File: config.mk
export PLATFORM = sky130hd
export DESIGN_NAME = ccsc_ctrl
export DESIGN_NICKNAME = d
export VERILOG_FILES = /design/src/verilog/ccsc_pkg.sv /design/src/verilog/ccsc_ctrl.sv /design/src/verilog/ccsc_sync.sv
export VERILOG_INCLUDE_DIRS = /design/src /design/src/verilog
export SDC_FILE = /design/constraint.sdc
export NUM_CORES = 1
export LEC_CHECK = 0
export ABC_AREA = 1
export BUFFER_PORTS_ARGS = -buffer_cell sky130_fd_sc_hd__buf_2
export CAP_MARGIN = 25
export CORE_UTILIZATION = 49
export CTS_CLUSTER_DIAMETER = 30
export DETAILED_ROUTE_END_ITERATION = 6
export PLACE_DENSITY = 0.76
export RECOVER_POWER = 100
export SYNTH_ARGS = -nofsm -noshare
export SYNTH_HDL_FRONTEND = slang
export SYNTH_SLANG_ARGS = --single-unit
export TNS_END_PERCENT = 30
File: constraint.sdc
create_clock -name mclk -period 3.5 [get_ports mclk]
set_input_delay 0.175 -clock mclk [delete_from_list [all_inputs] [get_ports mclk]]
set_output_delay 0.175 -clock mclk [all_outputs]
set_load 0.03 [all_outputs]
File: src/verilog/ccsc_params.svh
`ifndef CCSC_PARAMS_SVH
`define CCSC_PARAMS_SVH

// ----------------------------------------------------------------------------
// Timing
// ----------------------------------------------------------------------------
`define CCSC_MCLK_MHZ          50
`define CCSC_DEEP_EXIT_US      30
`define CCSC_DEEP_EXIT_CYC     (`CCSC_DEEP_EXIT_US * `CCSC_MCLK_MHZ)
`define CCSC_DEEP_CNT_W        11

// ----------------------------------------------------------------------------
// Field positions of the latched event vector
// ----------------------------------------------------------------------------
`define CCSC_EV_MASKABLE_INTERRUPT_REQUEST           0
`define CCSC_EV_NMI            1
`define CCSC_EV_INIT           2
`define CCSC_EV_FLUSH          3
`define CCSC_EV_SMI            4
`define CCSC_EV_W              5

// ----------------------------------------------------------------------------
// Reset values
// ----------------------------------------------------------------------------
`define CCSC_EV_RST            5'h00
`define CCSC_QS_RST            1'h0

`endif

File: src/verilog/ccsc_pkg.sv
package ccsc_pkg;

   typedef enum logic [2:0] {
      CCSC_NORMAL      = 3'h0,
      CCSC_AUTO_HALT   = 3'h1,
      CCSC_STOP_GRANT  = 3'h2,
      CCSC_QUICK_START = 3'h3,
      CCSC_SNOOP       = 3'h4,
      CCSC_SLEEP       = 3'h5,
      CCSC_DEEP_SLEEP  = 3'h6
   } ccsc_state_t;

   // Asynchronous pins; names ending in _n assert low.
   typedef struct packed {
      logic clockStopRequest_n;
      logic quickStartStrap_n;
      logic maskableInterruptRequest;
      logic nmiRequest;
      logic busInitRequest_n;
      logic softInitRequest_n;
      logic cacheFlushRequest_n;
      logic mgmtInterruptRequest_n;
      logic sleepRequest_n;
      logic addrBit20Mask_n;
      logic probeModeRequest_n;
      logic busClockStopped;
   } ccsc_pins_t;

   // Same-clock signals from the core and bus unit.
   typedef struct packed {
      logic haltOpcode;
      logic snoopRequest;
      logic snoopDone;
      logic flushDone;
      logic smmReturn;
      logic smmResumeHalt;
   } ccsc_core_t;

   typedef struct packed {
      logic smi;
      logic flush;
      logic init;
      logic nmi;
      logic maskable_interrupt_request;
   } ccsc_events_t;

endpackage

File: src/verilog/ccsc_ctrl.sv
`timescale 1ns/1ps
`default_nettype none
`include "ccsc_params.svh"

module ccsc_ctrl (
   // Clock and reset
   input  wire logic                  mclk,
   input  wire logic                  rst_n,
   input  wire logic                  clkEn,
   // Pins and core
   input  wire ccsc_pkg::ccsc_pins_t  pins,
   input  wire ccsc_pkg::ccsc_core_t  core,
   // State
   output var  ccsc_pkg::ccsc_state_t clkState,
   output var  logic                  coreClockRun,
   output var  logic                  quickStartSelected,
   // Bus cycles and service
   output var  logic                  haltCycle,
   output var  logic                  stopGrantAck,
   output var  logic                  flushStart,
   output var  logic                  smmEntry,
   output var  ccsc_pkg::ccsc_events_t serviceEvents,
   output var  ccsc_pkg::ccsc_events_t pendingEvents,
   // Tracked levels
   output var  logic                  addrBit20MaskActive,
   output var  logic                  probeModeActive
);

   // -------------------------------------------------------------------------
   // Pin synchronisation
   // -------------------------------------------------------------------------
   ccsc_pkg::ccsc_pins_t pinS;

   ccsc_sync #(.WIDTH($bits(ccsc_pkg::ccsc_pins_t))) pinSync (
      .mclk  (mclk),
      .clkEn (clkEn),
      .d     (pins),
      .q     (pinS)
   );

   // Asserted meanings, with the low-active pins turned round.
   logic                   stopReq;
   logic                   busInit;
   logic                   sleepReq;
   logic                   clkStopped;
   ccsc_pkg::ccsc_events_t evLevel;

   always_comb begin
      stopReq       = ~pinS.clockStopRequest_n;
      busInit       = ~pinS.busInitRequest_n;
      sleepReq      = ~pinS.sleepRequest_n;
      clkStopped    = pinS.busClockStopped;
      evLevel.maskable_interrupt_request  = pinS.maskableInterruptRequest;
      evLevel.nmi   = pinS.nmiRequest;
      evLevel.init  = ~pinS.softInitRequest_n;
      evLevel.flush = ~pinS.cacheFlushRequest_n;
      evLevel.smi   = ~pinS.mgmtInterruptRequest_n;
   end

   // -------------------------------------------------------------------------
   // Strap capture
   // -------------------------------------------------------------------------
   // The synchroniser keeps sampling under reset, so the first enabled edge
   // after release sees the level that stood during reset.
   logic strapDone;

   always_ff @(posedge mclk or negedge rst_n) begin
      if (!rst_n) begin
         strapDone          <= 1'b0;
         quickStartSelected <= `CCSC_QS_RST;
      end else if (clkEn && !strapDone) begin
         strapDone          <= 1'b1;
         quickStartSelected <= ~pinS.quickStartStrap_n;
      end
   end

   // -------------------------------------------------------------------------
   // State machine
   // -------------------------------------------------------------------------
   ccsc_pkg::ccsc_state_t state;
   ccsc_pkg::ccsc_state_t next_state;
   ccsc_pkg::ccsc_state_t snoopReturn;
   ccsc_pkg::ccsc_state_t deepReturn;
   logic                  stopFromHalt;
   logic                  smmFromHalt;
   logic                  flushBusy;
   logic [`CCSC_DEEP_CNT_W-1:0] deepCount;

   localparam logic [`CCSC_DEEP_CNT_W-1:0] DeepLast =
      `CCSC_DEEP_CNT_W'(`CCSC_DEEP_EXIT_CYC - 1);

   logic haltBreak;
   logic stopTargetQs;
   logic toStop;
   logic stopLeave;

   always_comb begin
      haltBreak    = evLevel.maskable_interrupt_request | evLevel.nmi | evLevel.init | busInit;
      stopTargetQs = quickStartSelected;
      toStop       = (state == ccsc_pkg::CCSC_AUTO_HALT) && stopReq;
      stopLeave    = ((state == ccsc_pkg::CCSC_STOP_GRANT) ||
                      (state == ccsc_pkg::CCSC_QUICK_START)) && !stopReq;
   end

   always_comb begin
      next_state = state;
      case (state)
         ccsc_pkg::CCSC_NORMAL: begin
            if (core.haltOpcode) begin
               next_state = ccsc_pkg::CCSC_AUTO_HALT;
            end else if (smmFromHalt && core.smmReturn && core.smmResumeHalt) begin
               next_state = ccsc_pkg::CCSC_AUTO_HALT;
            end else if (stopReq) begin
               next_state = stopTargetQs ? ccsc_pkg::CCSC_QUICK_START
                                         : ccsc_pkg::CCSC_STOP_GRANT;
            end
         end
         ccsc_pkg::CCSC_AUTO_HALT: begin
            if (stopReq) begin
               next_state = stopTargetQs ? ccsc_pkg::CCSC_QUICK_START
                                         : ccsc_pkg::CCSC_STOP_GRANT;
            end else if (flushBusy) begin
               next_state = state;
            end else if (evLevel.smi) begin
               next_state = ccsc_pkg::CCSC_NORMAL;
            end else if (haltBreak) begin
               next_state = ccsc_pkg::CCSC_NORMAL;
            end else if (core.snoopRequest) begin
               next_state = ccsc_pkg::CCSC_SNOOP;
            end
         end
         ccsc_pkg::CCSC_STOP_GRANT: begin
            if (busInit) begin
               next_state = ccsc_pkg::CCSC_NORMAL;
            end else if (!stopReq) begin
               next_state = stopFromHalt ? ccsc_pkg::CCSC_AUTO_HALT
                                         : ccsc_pkg::CCSC_NORMAL;
            end else if (sleepReq) begin
               next_state = ccsc_pkg::CCSC_SLEEP;
            end else if (core.snoopRequest) begin
               next_state = ccsc_pkg::CCSC_SNOOP;
            end
         end
         ccsc_pkg::CCSC_QUICK_START: begin
            if (!stopReq) begin
               next_state = stopFromHalt ? ccsc_pkg::CCSC_AUTO_HALT
                                         : ccsc_pkg::CCSC_NORMAL;
            end else if (clkStopped) begin
               next_state = ccsc_pkg::CCSC_DEEP_SLEEP;
            end else if (core.snoopRequest) begin
               next_state = ccsc_pkg::CCSC_SNOOP;
            end
         end
         ccsc_pkg::CCSC_SNOOP: begin
            if (core.snoopDone) begin
               next_state = snoopReturn;
            end
         end
         ccsc_pkg::CCSC_SLEEP: begin
            if (clkStopped) begin
               next_state = ccsc_pkg::CCSC_DEEP_SLEEP;
            end else if (!sleepReq) begin
               next_state = ccsc_pkg::CCSC_STOP_GRANT;
            end
         end
         ccsc_pkg::CCSC_DEEP_SLEEP: begin
            if (!clkStopped && deepCount == DeepLast) begin
               next_state = deepReturn;
            end
         end
         default: begin
            next_state = ccsc_pkg::CCSC_NORMAL;
         end
      endcase
   end

   always_ff @(posedge mclk or negedge rst_n) begin
      if (!rst_n) begin
         state <= ccsc_pkg::CCSC_NORMAL;
      end else if (clkEn) begin
         state <= next_state;
      end
   end

   // Where snoop and Deep Sleep return to.
   always_ff @(posedge mclk or negedge rst_n) begin
      if (!rst_n) begin
         snoopReturn <= ccsc_pkg::CCSC_NORMAL;
         deepReturn  <= ccsc_pkg::CCSC_SLEEP;
      end else if (clkEn) begin
         if (next_state == ccsc_pkg::CCSC_SNOOP && state != ccsc_pkg::CCSC_SNOOP) begin
            snoopReturn <= state;
         end
         if (next_state == ccsc_pkg::CCSC_DEEP_SLEEP && state != ccsc_pkg::CCSC_DEEP_SLEEP) begin
            deepReturn <= state;
         end
      end
   end

   // Deep Sleep lock delay counts only while the bus clock runs again.
   always_ff @(posedge mclk or negedge rst_n) begin
      if (!rst_n) begin
         deepCount <= '0;
      end else if (clkEn) begin
         if (state != ccsc_pkg::CCSC_DEEP_SLEEP || clkStopped) begin
            deepCount <= '0;
         end else if (deepCount != DeepLast) begin
            deepCount <= deepCount + `CCSC_DEEP_CNT_W'(1);
         end
      end
   end

   // Origin flags that decide whether a halt is re-entered silently.
   always_ff @(posedge mclk or negedge rst_n) begin
      if (!rst_n) begin
         stopFromHalt <= 1'b0;
         smmFromHalt  <= 1'b0;
      end else if (clkEn) begin
         if (toStop) begin
            stopFromHalt <= 1'b1;
         end else if (next_state == ccsc_pkg::CCSC_NORMAL) begin
            stopFromHalt <= 1'b0;
         end
         if (state == ccsc_pkg::CCSC_AUTO_HALT && next_state == ccsc_pkg::CCSC_NORMAL
             && evLevel.smi) begin
            smmFromHalt <= 1'b1;
         end else if (state == ccsc_pkg::CCSC_NORMAL && core.smmReturn) begin
            smmFromHalt <= 1'b0;
         end
      end
   end

   // -------------------------------------------------------------------------
   // Flush service in Auto Halt
   // -------------------------------------------------------------------------
   always_ff @(posedge mclk or negedge rst_n) begin
      if (!rst_n) begin
         flushBusy  <= 1'b0;
         flushStart <= 1'b0;
      end else if (clkEn) begin
         flushStart <= 1'b0;
         if (flushBusy) begin
            if (core.flushDone) begin
               flushBusy <= 1'b0;
            end
         end else if (state == ccsc_pkg::CCSC_AUTO_HALT && !stopReq && evLevel.flush) begin
            flushBusy  <= 1'b1;
            flushStart <= 1'b1;
         end
      end
   end

   // -------------------------------------------------------------------------
   // Bus cycle strobes and state outputs
   // -------------------------------------------------------------------------
   // A halt cycle is only produced by the opcode; silent re-entries from
   // stop grant, management mode or a flush never raise it.
   always_ff @(posedge mclk or negedge rst_n) begin
      if (!rst_n) begin
         haltCycle    <= 1'b0;
         stopGrantAck <= 1'b0;
         smmEntry     <= 1'b0;
         clkState     <= ccsc_pkg::CCSC_NORMAL;
         coreClockRun <= 1'b1;
      end else if (clkEn) begin
         haltCycle    <= (state == ccsc_pkg::CCSC_NORMAL) && core.haltOpcode;
         stopGrantAck <= ((next_state == ccsc_pkg::CCSC_STOP_GRANT) ||
                          (next_state == ccsc_pkg::CCSC_QUICK_START)) &&
                         ((state == ccsc_pkg::CCSC_NORMAL) ||
                          (state == ccsc_pkg::CCSC_AUTO_HALT));
         smmEntry     <= (state == ccsc_pkg::CCSC_AUTO_HALT) &&
                         (next_state == ccsc_pkg::CCSC_NORMAL) && evLevel.smi;
         clkState     <= next_state;
         coreClockRun <= (next_state == ccsc_pkg::CCSC_NORMAL);
      end
   end

   // -------------------------------------------------------------------------
   // Event latching in Stop Grant
   // -------------------------------------------------------------------------
   // One occurrence of each event is kept and handed over on return to Normal.
   ccsc_pkg::ccsc_events_t evPrev;
   ccsc_pkg::ccsc_events_t evRise;

   always_comb begin
      evRise = evLevel & ~evPrev;
   end

   always_ff @(posedge mclk or negedge rst_n) begin
      if (!rst_n) begin
         evPrev        <= `CCSC_EV_RST;
         pendingEvents <= `CCSC_EV_RST;
         serviceEvents <= `CCSC_EV_RST;
      end else if (clkEn) begin
         evPrev        <= evLevel;
         serviceEvents <= `CCSC_EV_RST;
         if (state != ccsc_pkg::CCSC_NORMAL && next_state == ccsc_pkg::CCSC_NORMAL) begin
            serviceEvents <= pendingEvents;
            pendingEvents <= `CCSC_EV_RST;
         end else if (state == ccsc_pkg::CCSC_STOP_GRANT) begin
            pendingEvents <= pendingEvents | evRise;
         end
      end
   end

   // -------------------------------------------------------------------------
   // Address mask and probe tracking
   // -------------------------------------------------------------------------
   // Frozen where inputs must not change (Quick Start, Snoop, Sleep, Deep Sleep).
   always_ff @(posedge mclk or negedge rst_n) begin
      if (!rst_n) begin
         addrBit20MaskActive <= 1'b0;
         probeModeActive     <= 1'b0;
      end else if (clkEn) begin
         if (state == ccsc_pkg::CCSC_NORMAL || state == ccsc_pkg::CCSC_AUTO_HALT ||
             state == ccsc_pkg::CCSC_STOP_GRANT) begin
            addrBit20MaskActive <= ~pinS.addrBit20Mask_n;
            probeModeActive     <= ~pinS.probeModeRequest_n;
         end
      end
   end

endmodule

`default_nettype wire

File: src/verilog/ccsc_sync.sv
`timescale 1ns/1ps
`default_nettype none

// ----------------------------------------------------------------------------
// Two-stage synchroniser
// ----------------------------------------------------------------------------
// The stages carry no reset so that a strap is still sampled while the system
// reset is held; the controller only trusts the output after release.
module ccsc_sync #(
   parameter int WIDTH = 1
) (
   // Clock
   input  wire logic             mclk,
   input  wire logic             clkEn,
   // Data
   input  wire logic [WIDTH-1:0] d,
   output var  logic [WIDTH-1:0] q
);

   logic [WIDTH-1:0] stage1;

   always_ff @(posedge mclk) begin
      if (clkEn) begin
         stage1 <= d;
         q      <= stage1;
      end
   end

endmodule

`default_nettype wire
==> results.py, run 1 <==
metrics = {
    "power_and_ir_drop": {
        "p_leak_uw": 0.00176,
        "ir_worst_vdd_mv": 0.370,
        "p_per_area_nw_per_um2": 694,
        "power_uw": 2660,
    },
    "worst_hold_path": {
        "hold_class": "in2reg",
        "holdCritStartpoint": "core[2]",
    },
    "finish": {
        "seqCellArea_um2": 1900,
        "synthToLayoutAreaGrowth_pct": 18.7,
        "multi_input_area_um2": 1130,
        "n_antenna_cell": 0,
        "fin_nets": 442,
        "fillCellCount": 552,
        "drive_gt1_share_pct": 10.8,
    },
    "critical_path": {
        "cp-startpoint": "clkEn",
        "critical_path_class": "in2reg",
        "worstPathRequired_ns": 3.73,
        "reg2reg_from": "clkState[0]",
        "cp_max_fo": 44,
        "critPathCaptureType": "flop",
        "startpoint_type": "primary input",
        "arrival_ns": 2.86,
    },
    "yosys": {
        "synthArstFlopShare_pct": 66.2,
        "synth_cells": 359,
        "ys_ff_latch": 71,
        "synth_edf_count": 24,
        "synthFlopType": "dfrtp_1",
        "avgSynthCellArea_um2": 9.00,
        "syn_nets": 381,
        "yosysUniqueCellTypes": 33,
        "syn_area_um2": 3230,
        "ys.warnings.count": 0,
        "yosysSeqAreaShare_pct": 58.8,
    },
    "grt": {
        "grt_pass1_vias": 2580,
        "grt_max_degree": 45,
        "grt_usage_pct": 21.9,
        "overflow": 0,
        "antenna_found_initial": 0,
        "grt_pass1_wl_um": 11900,
    },
    "floorplanning": {
        "core_area_um2": 6350,
        "rows": 29,
        "fp.dieW_um": 83.2,
        "io_pins": 42,
        "dieArea_um2": 6920,
        "die_h_um": 83.2,
        "initial_core_util_pct": 50.9,
    },
    "placement": {
        "gp_congestion": 0.912,
        "dpl.hpwl_um": 4710,
        "place_ws_ns": 1.39,
        "numPortBuffers": 41,
    },
    "timing": {
        "finalCritPeriodShare_pct": 75.1,
        "setup_violations": 0,
        "setup_tns_ns": 0,
        "max_freq_ghz": 0.380,
        "hold_viol_final": 0,
        "finalClockSkew_ns": 0.00918,
        "worst_pin_slew_ns": 2.17,
        "setup_ws_ns": 0.870,
        "rsz0062_at_grt": "false",
        "min_period_ns": 2.63,
        "slew_viol_final": 45,
        "slew_headroom_pct": -44.7,
        "hold_slack_ns": 0.0802,
    },
    "job": {
        "maxCapViolations": 1,
    },
    "status": {
        "violations": "max-capacitance violations, max-slew violations",
        "outcome": "finished with violations",
    },
    "detailed_routing": {
        "wl_met1_um": 3310,
        "route.met3.wl_um": 294,
        "highest_layer": "met4",
        "drc": 0,
        "ant_nets": 0,
        "dr_wl_met2_um": 3150,
        "wirelength_um": 6920,
        "firstDrtPassIters": 4,
        "drtIter0Drc": 202,
        "vias": 2616,
        "routedWlPerCell_um": 13.8,
        "vias_per_cell": 5.21,
    },
    "clock_tree": {
        "clkLatencyLatePin_ns": 0.35,
        "cts.path.max_buffers": 2,
        "clkSlewWorstSetupHoldPaths_ns": 0.07,
        "post_cts_resized": 0,
        "root_buffer": "clkbuf_8",
        "cts_tree": "yes",
        "cts.htree.levels": 3,
        "clock_sinks": 71,
        "cts_buffers": 9,
    },
}
layout make-up:
class                   instances  area share [%]
flip-flops and latches         71            49.5
multi-input cells             244            29.6
repair buffers                 57            8.84
clock buffers                  13            4.73
inverters                      37            3.62
well taps                      77            2.51
clock inverters                 3            1.21
flip-flops by register name (all words and copies together) (netlist names), 3 cells and up:
register        cells
pinSync.q          12
evPrev              5
snoopReturn         3
clkState            3
serviceEvents       5
deepCount          11
pendingEvents       5
deepReturn          3
pinSync.stage1     12
cells in the mapped netlist, types with 2 or more instances:
master / number / area [µm²]
nand3_1: 23 / 115
a21oi_1: 5 / 25.0
nor3b_1: 2 / 15.0
o21ai_1: 4 / 20.0
a31oi_1: 2 / 12.5
xor2_1: 3 / 26.3
nand3_2: 3 / 30.0
inv_1: 32 / 120
nand4_1: 11 / 68.8
o21bai_1: 5 / 37.5
nand2_1: 108 / 405
nor2_1: 33 / 124
dfstp_2: 3 / 78.8
nor3_1: 3 / 15.0
nor2_2: 3 / 18.8
buf_2: 2 / 10.0
dfrtp_1: 44 / 1100
inv_2: 5 / 18.8
nand2_2: 3 / 18.8
edfxtp_1: 24 / 721
o21ai_0: 26 / 130
clkbuf_1: 4 / 15.0
per-layer routing:
layer  track usage [%]  vias up
met5                 0        -
met4              11.1        0
met3              4.17       17
met2              33.8       80
met1              29.5     1213
li1                  -     1306
power by group:
| part | switching, µW | internal, µW | leakage (µW) | total [µW] |
|---|---|---|---|---|
| sequential | 131 | 1020 | 0.000851 | 1150 |
| clock | 308 | 418 | 0.000110 | 726 |
| combinational | 570 | 212 | 0.000801 | 783 |
through the flow:
stage / utilization [%] / instances / instance area, µm²
2_1_floorplan: - / 359 / 3230
3_3_place_gp: 55.4 / 472 / 3520
3_5_place_dp: 55.7 / 473 / 3540
4_1_cts: 61.3 / 502 / 3890
5_1_grt: 60.4 / 502 / 3840
6_report: 60.4 / 502 / 3840
worst max-delay path, cell delays in order:
cell      delay (ns)
buf_2           0.08
clkbuf_1        1.55
nand2_1         0.32
nor3_1          0.35
nand2_1         0.19
nand2_1         0.10
o21ai_0         0.07
cell usage in the layout, fill, tap and decap left out, types with 2 or more instances in the layout:
cell	n
edfxtp_1	24
xor2_1	3
o21bai_1	5
inv_2	2
nor3b_1	2
inv_1	35
nor3_1	4
nand4_1	11
nand3_1	25
a21oi_1	5
dlygate4sd3_1	13
a31oi_1	2
buf_2	19
nand2_1	110
o21ai_0	29
clkbuf_8	9
clkbuf_1	25
nor2_1	35
dfrtp_1	44
dfstp_2	3
clkbuf_16	2
what timing repair did:
item / 4_1_cts / 5_1_grt
hold buffers: 13 / 0
buffers inserted: 0 / 0
hold endpoints to repair: 25 / 0
cells by family after synthesis:
logic type | count (synthesis) | synth area share, %
AOI/OAI and AO/OA | 46 | 7.98
xor gates and xnor gates | 3 | 0.813
adders and majority gates | 1 | 0.387
buffers and inverters | 44 | 5.30
DFF | 71 | 58.8
and+or+nand+nor | 194 | 26.7
worst paths after layout:
kind                            depth (start not counted)  slack, ns              to
worst max-delay path                                    7       0.87  snoopReturn[2]
worst min-delay path                                    4       0.08       flushBusy
worst max register to register                         13       1.08  snoopReturn[2]
worst min register to register                          0       0.42    pinSync.q[3]
max in group asynchronous                               3       2.28    coreClockRun
min in group asynchronous                               2       0.47     clkState[1]
(Power assumes the default switching activity.)
==> inputs of run 2 (changes only) <==
ABC_AREA = 0   (was 1)
PLACE_DENSITY = 0.79   (was 0.76)
clock period = 2.1 ns   (was 3.5 ns; I/O delays follow)
==> results.py, run 2 <==
metrics = {
    "timing": {
        "worst_pin_slew_ns": 0.946,
        "max_freq_ghz": 0.409,
        "finalCritPeriodShare_pct": 116,
        "rsz0062_at_grt": "true",
        "min_period_ns": 2.44,
        "slew_headroom_pct": 37.0,
        "setup_ws_ns": -0.342,
        "setup_tns_ns": -5.42,
        "hold_viol_final": 0,
        "slew_viol_final": 0,
        "finalClockSkew_ns": 0.0132,
        "setup_violations": 20,
    },
    "yosys": {
        "synthTopCellsByArea": "dfrtp_1 (35%), edfxtp_1 (23%), nor2_1 (3.4%), nand2_1 (3.2%), o21ai_0 (3.0%)",
        "yosys.area.top_type": "dfrtp_1",
        "syn_area_um2": 3180,
        "synth_top_area_share_pct": 34.6,
        "synth_edf_count": 24,
        "synthArstFlopShare_pct": 66.2,
        "yosysSeqAreaShare_pct": 59.7,
        "synth_most_common_cell": "dfrtp_1",
        "synth_cells": 279,
        "ys_ff_latch": 71,
        "avgSynthCellArea_um2": 11.4,
        "syn_nets": 301,
        "synthFlopType": "dfrtp_1",
        "yosysUniqueCellTypes": 61,
        "synth_common_cells": "dfrtp_1 (44), nor2_1 (29), nand2_1 (27)",
        "ys.warnings.count": 0,
    },
    "clock_tree": {
        "clkLatencyLatePin_ns": 0.35,
        "clkSlewWorstSetupHoldPaths_ns": 0.09,
        "cts.path.max_buffers": 2,
        "clock_sinks": 71,
        "cts.htree.levels": 3,
        "cts_buffers": 9,
        "cts_tree": "yes",
        "root_buffer": "clkbuf_8",
    },
    "critical_path": {
        "rr_endpoint": "serviceEvents[1]",
        "cp_max_fo": 6,
        "worstPathRequired_ns": 2.38,
        "r2r_cells": 9,
        "r2r_slack_ns": -0.34,
        "startpoint_type": "flop",
        "arrival_ns": 2.73,
        "critPathCaptureType": "flop",
        "critical_path_class": "reg2reg",
        "reg2reg_from": "clkState[0]",
    },
    "placement": {
        "placed_cell_area_um2": 3880,
        "numPortBuffers": 41,
        "dpl.hpwl_um": 4980,
        "gp_congestion": 0.930,
        "placedCellCount": 435,
    },
    "floorplanning": {
        "core_area_um2": 6100,
        "initial_core_util_pct": 52.2,
        "io_pins": 42,
        "dieArea_um2": 6820,
        "rows": 28,
        "die_h_um": 82.6,
        "fp.dieW_um": 82.6,
    },
    "detailed_routing": {
        "routedWlPerCell_um": 16.3,
        "vias_per_cell": 5.54,
        "ant_nets": 0,
        "wirelength_um": 7770,
        "drc": 0,
        "firstDrtPassIters": 4,
        "vias": 2631,
        "drtIter0Drc": 146,
    },
    "grt": {
        "grt_usage_pct": 25.2,
        "overflow": 0,
        "grt_pass1_vias": 2602,
        "grt_pass1_wl_um": 12300,
        "antenna_found_initial": 0,
        "grt_max_degree": 35,
    },
    "job": {
        "maxCapViolations": 0,
    },
    "finish": {
        "mostFrequentLayoutCells": "buf_4 (49), dfrtp_1 (40), nor2_1 (27), nand2_1 (27), clkbuf_1 (26)",
        "final_common_cell": "buf_4",
        "seqCellArea_um2": 1910,
        "synthToLayoutAreaGrowth_pct": 37.1,
        "n_antenna_cell": 0,
        "fillCellCount": 452,
        "layout.cells.non_filler": 475,
        "postLayoutCellArea_um2": 4360,
        "fin_nets": 417,
        "reg_top3": "pinSync.q x12, pinSync.stage1 x12, deepCount x11",
        "multi_input_area_um2": 1280,
        "drive_gt1_share_pct": 32.0,
    },
    "power_and_ir_drop": {
        "p_leak_uw": 0.00190,
        "p_per_area_nw_per_um2": 1250,
        "ir_worst_vdd_mv": 0.681,
    },
    "worst_hold_path": {
        "hold_class": "in2reg",
        "holdPathEnd": "haltCycle",
        "hold_depth": 3,
        "holdCritStartpoint": "core[5]",
    },
    "status": {
        "violations": "negative setup slack",
        "outcome": "finished with violations",
    },
}
## run 2: changes by cell type after synthesis, sizes merged, moves of 6 or more
cell and delta:
inv -26, nand2 -84, nor2 -7, and3 +6
o21ai -12, a22o +6, nor2b +6, nand3 -20
## run 2: worst max-delay path: stages, from the launching register on
cell and delay (ns):
dfrtp_2 0.47, buf_6 0.15, and3b_1 0.19, a32o_2 0.26, nor4_4 0.33, nor4b_4 0.33, nor3b_4 0.28, buf_12 0.15
buf_12 0.10, a22o_1 0.12
## run 2: area by class of cell
type | instances | area share, %
clock buffers | 9 | 2.84
clock inverters | 7 | 2.18
inverters | 11 | 0.946
multi-input cells | 186 | 29.4
flip-flops and latches | 71 | 43.7
well taps | 75 | 2.15
repair buffers | 116 | 18.8
## run 2: worst max-delay path by stage
stage                  start               end  slack [ns]  cells past startpoint
6_report         clkState[0]  serviceEvents[1]       -0.34                      9
5_1_grt          clkState[0]  serviceEvents[1]       -0.40                      9
4_1_cts          clkState[0]  serviceEvents[2]       -0.22                      9
3_5_place_dp     clkState[1]  serviceEvents[0]       -0.28                      7
3_3_place_gp     clkState[1]  serviceEvents[1]       -0.20                      7
2_1_floorplan  pinSync.q[11]     deepReturn[1]       -0.21                      7
## run 2: report_power, final
part | internal [µW] | switching [µW] | total, µW
clock | 670 | 541 | 1210
combinational | 1150 | 1140 | 2290
sequential | 1720 | 248 | 1970
total | 3540 | 1930 | 5470
## run 2: cell families after synthesis
| group | Yosys count | synth area share (%) |
|---|---|---|
| compound gates | 54 | 11.4 |
| fa+ha+maj | 1 | 0.393 |
| xor+xnor | 6 | 1.65 |
| flops | 71 | 59.7 |
| simple gates | 119 | 21.3 |
| mux | 6 | 2.44 |
| buf+inv | 22 | 3.11 |
## run 2: what timing repair did
| item | CTS | global route |
|---|---|---|
| setup buffers | 8 | 3 |
| hold buffers | 13 | 0 |
| resized for setup | 9 | 8 |
| cloned | 1 | 0 |
| endpoints found under the hold margin | 28 | 0 |
| endpoints found under the setup margin | 20 | 23 |
| pin swaps | 6 | 8 |
## run 2: through the flow
stage	power (µW)	utilization, %	setup slack, ns	hold slack, ns
2_1_floorplan	3170	-	-0.205	-0.191
5_1_grt	5730	71.6	-0.400	0.0651
6_report	5470	71.6	-0.342	0.0510
3_5_place_dp	3910	63.7	-0.279	0.0563
4_1_cts	5430	71.7	-0.224	0.0343
3_3_place_gp	3840	63.7	-0.200	0.0526
## run 2: metal layers
| layer | up-vias | share of wire (%) | GRT usage [%] | wire, µm |
|---|---|---|---|---|
| met5 | - | 0 | 0 | 0 |
| met4 | 0 | 2.5 | 9.48 | 191 |
| met3 | 20 | 4.4 | 7.03 | 340 |
| met2 | 80 | 52 | 42.9 | 4040 |
| met1 | 1286 | 41 | 30.4 | 3200 |
| li1 | 1245 | - | - | - |
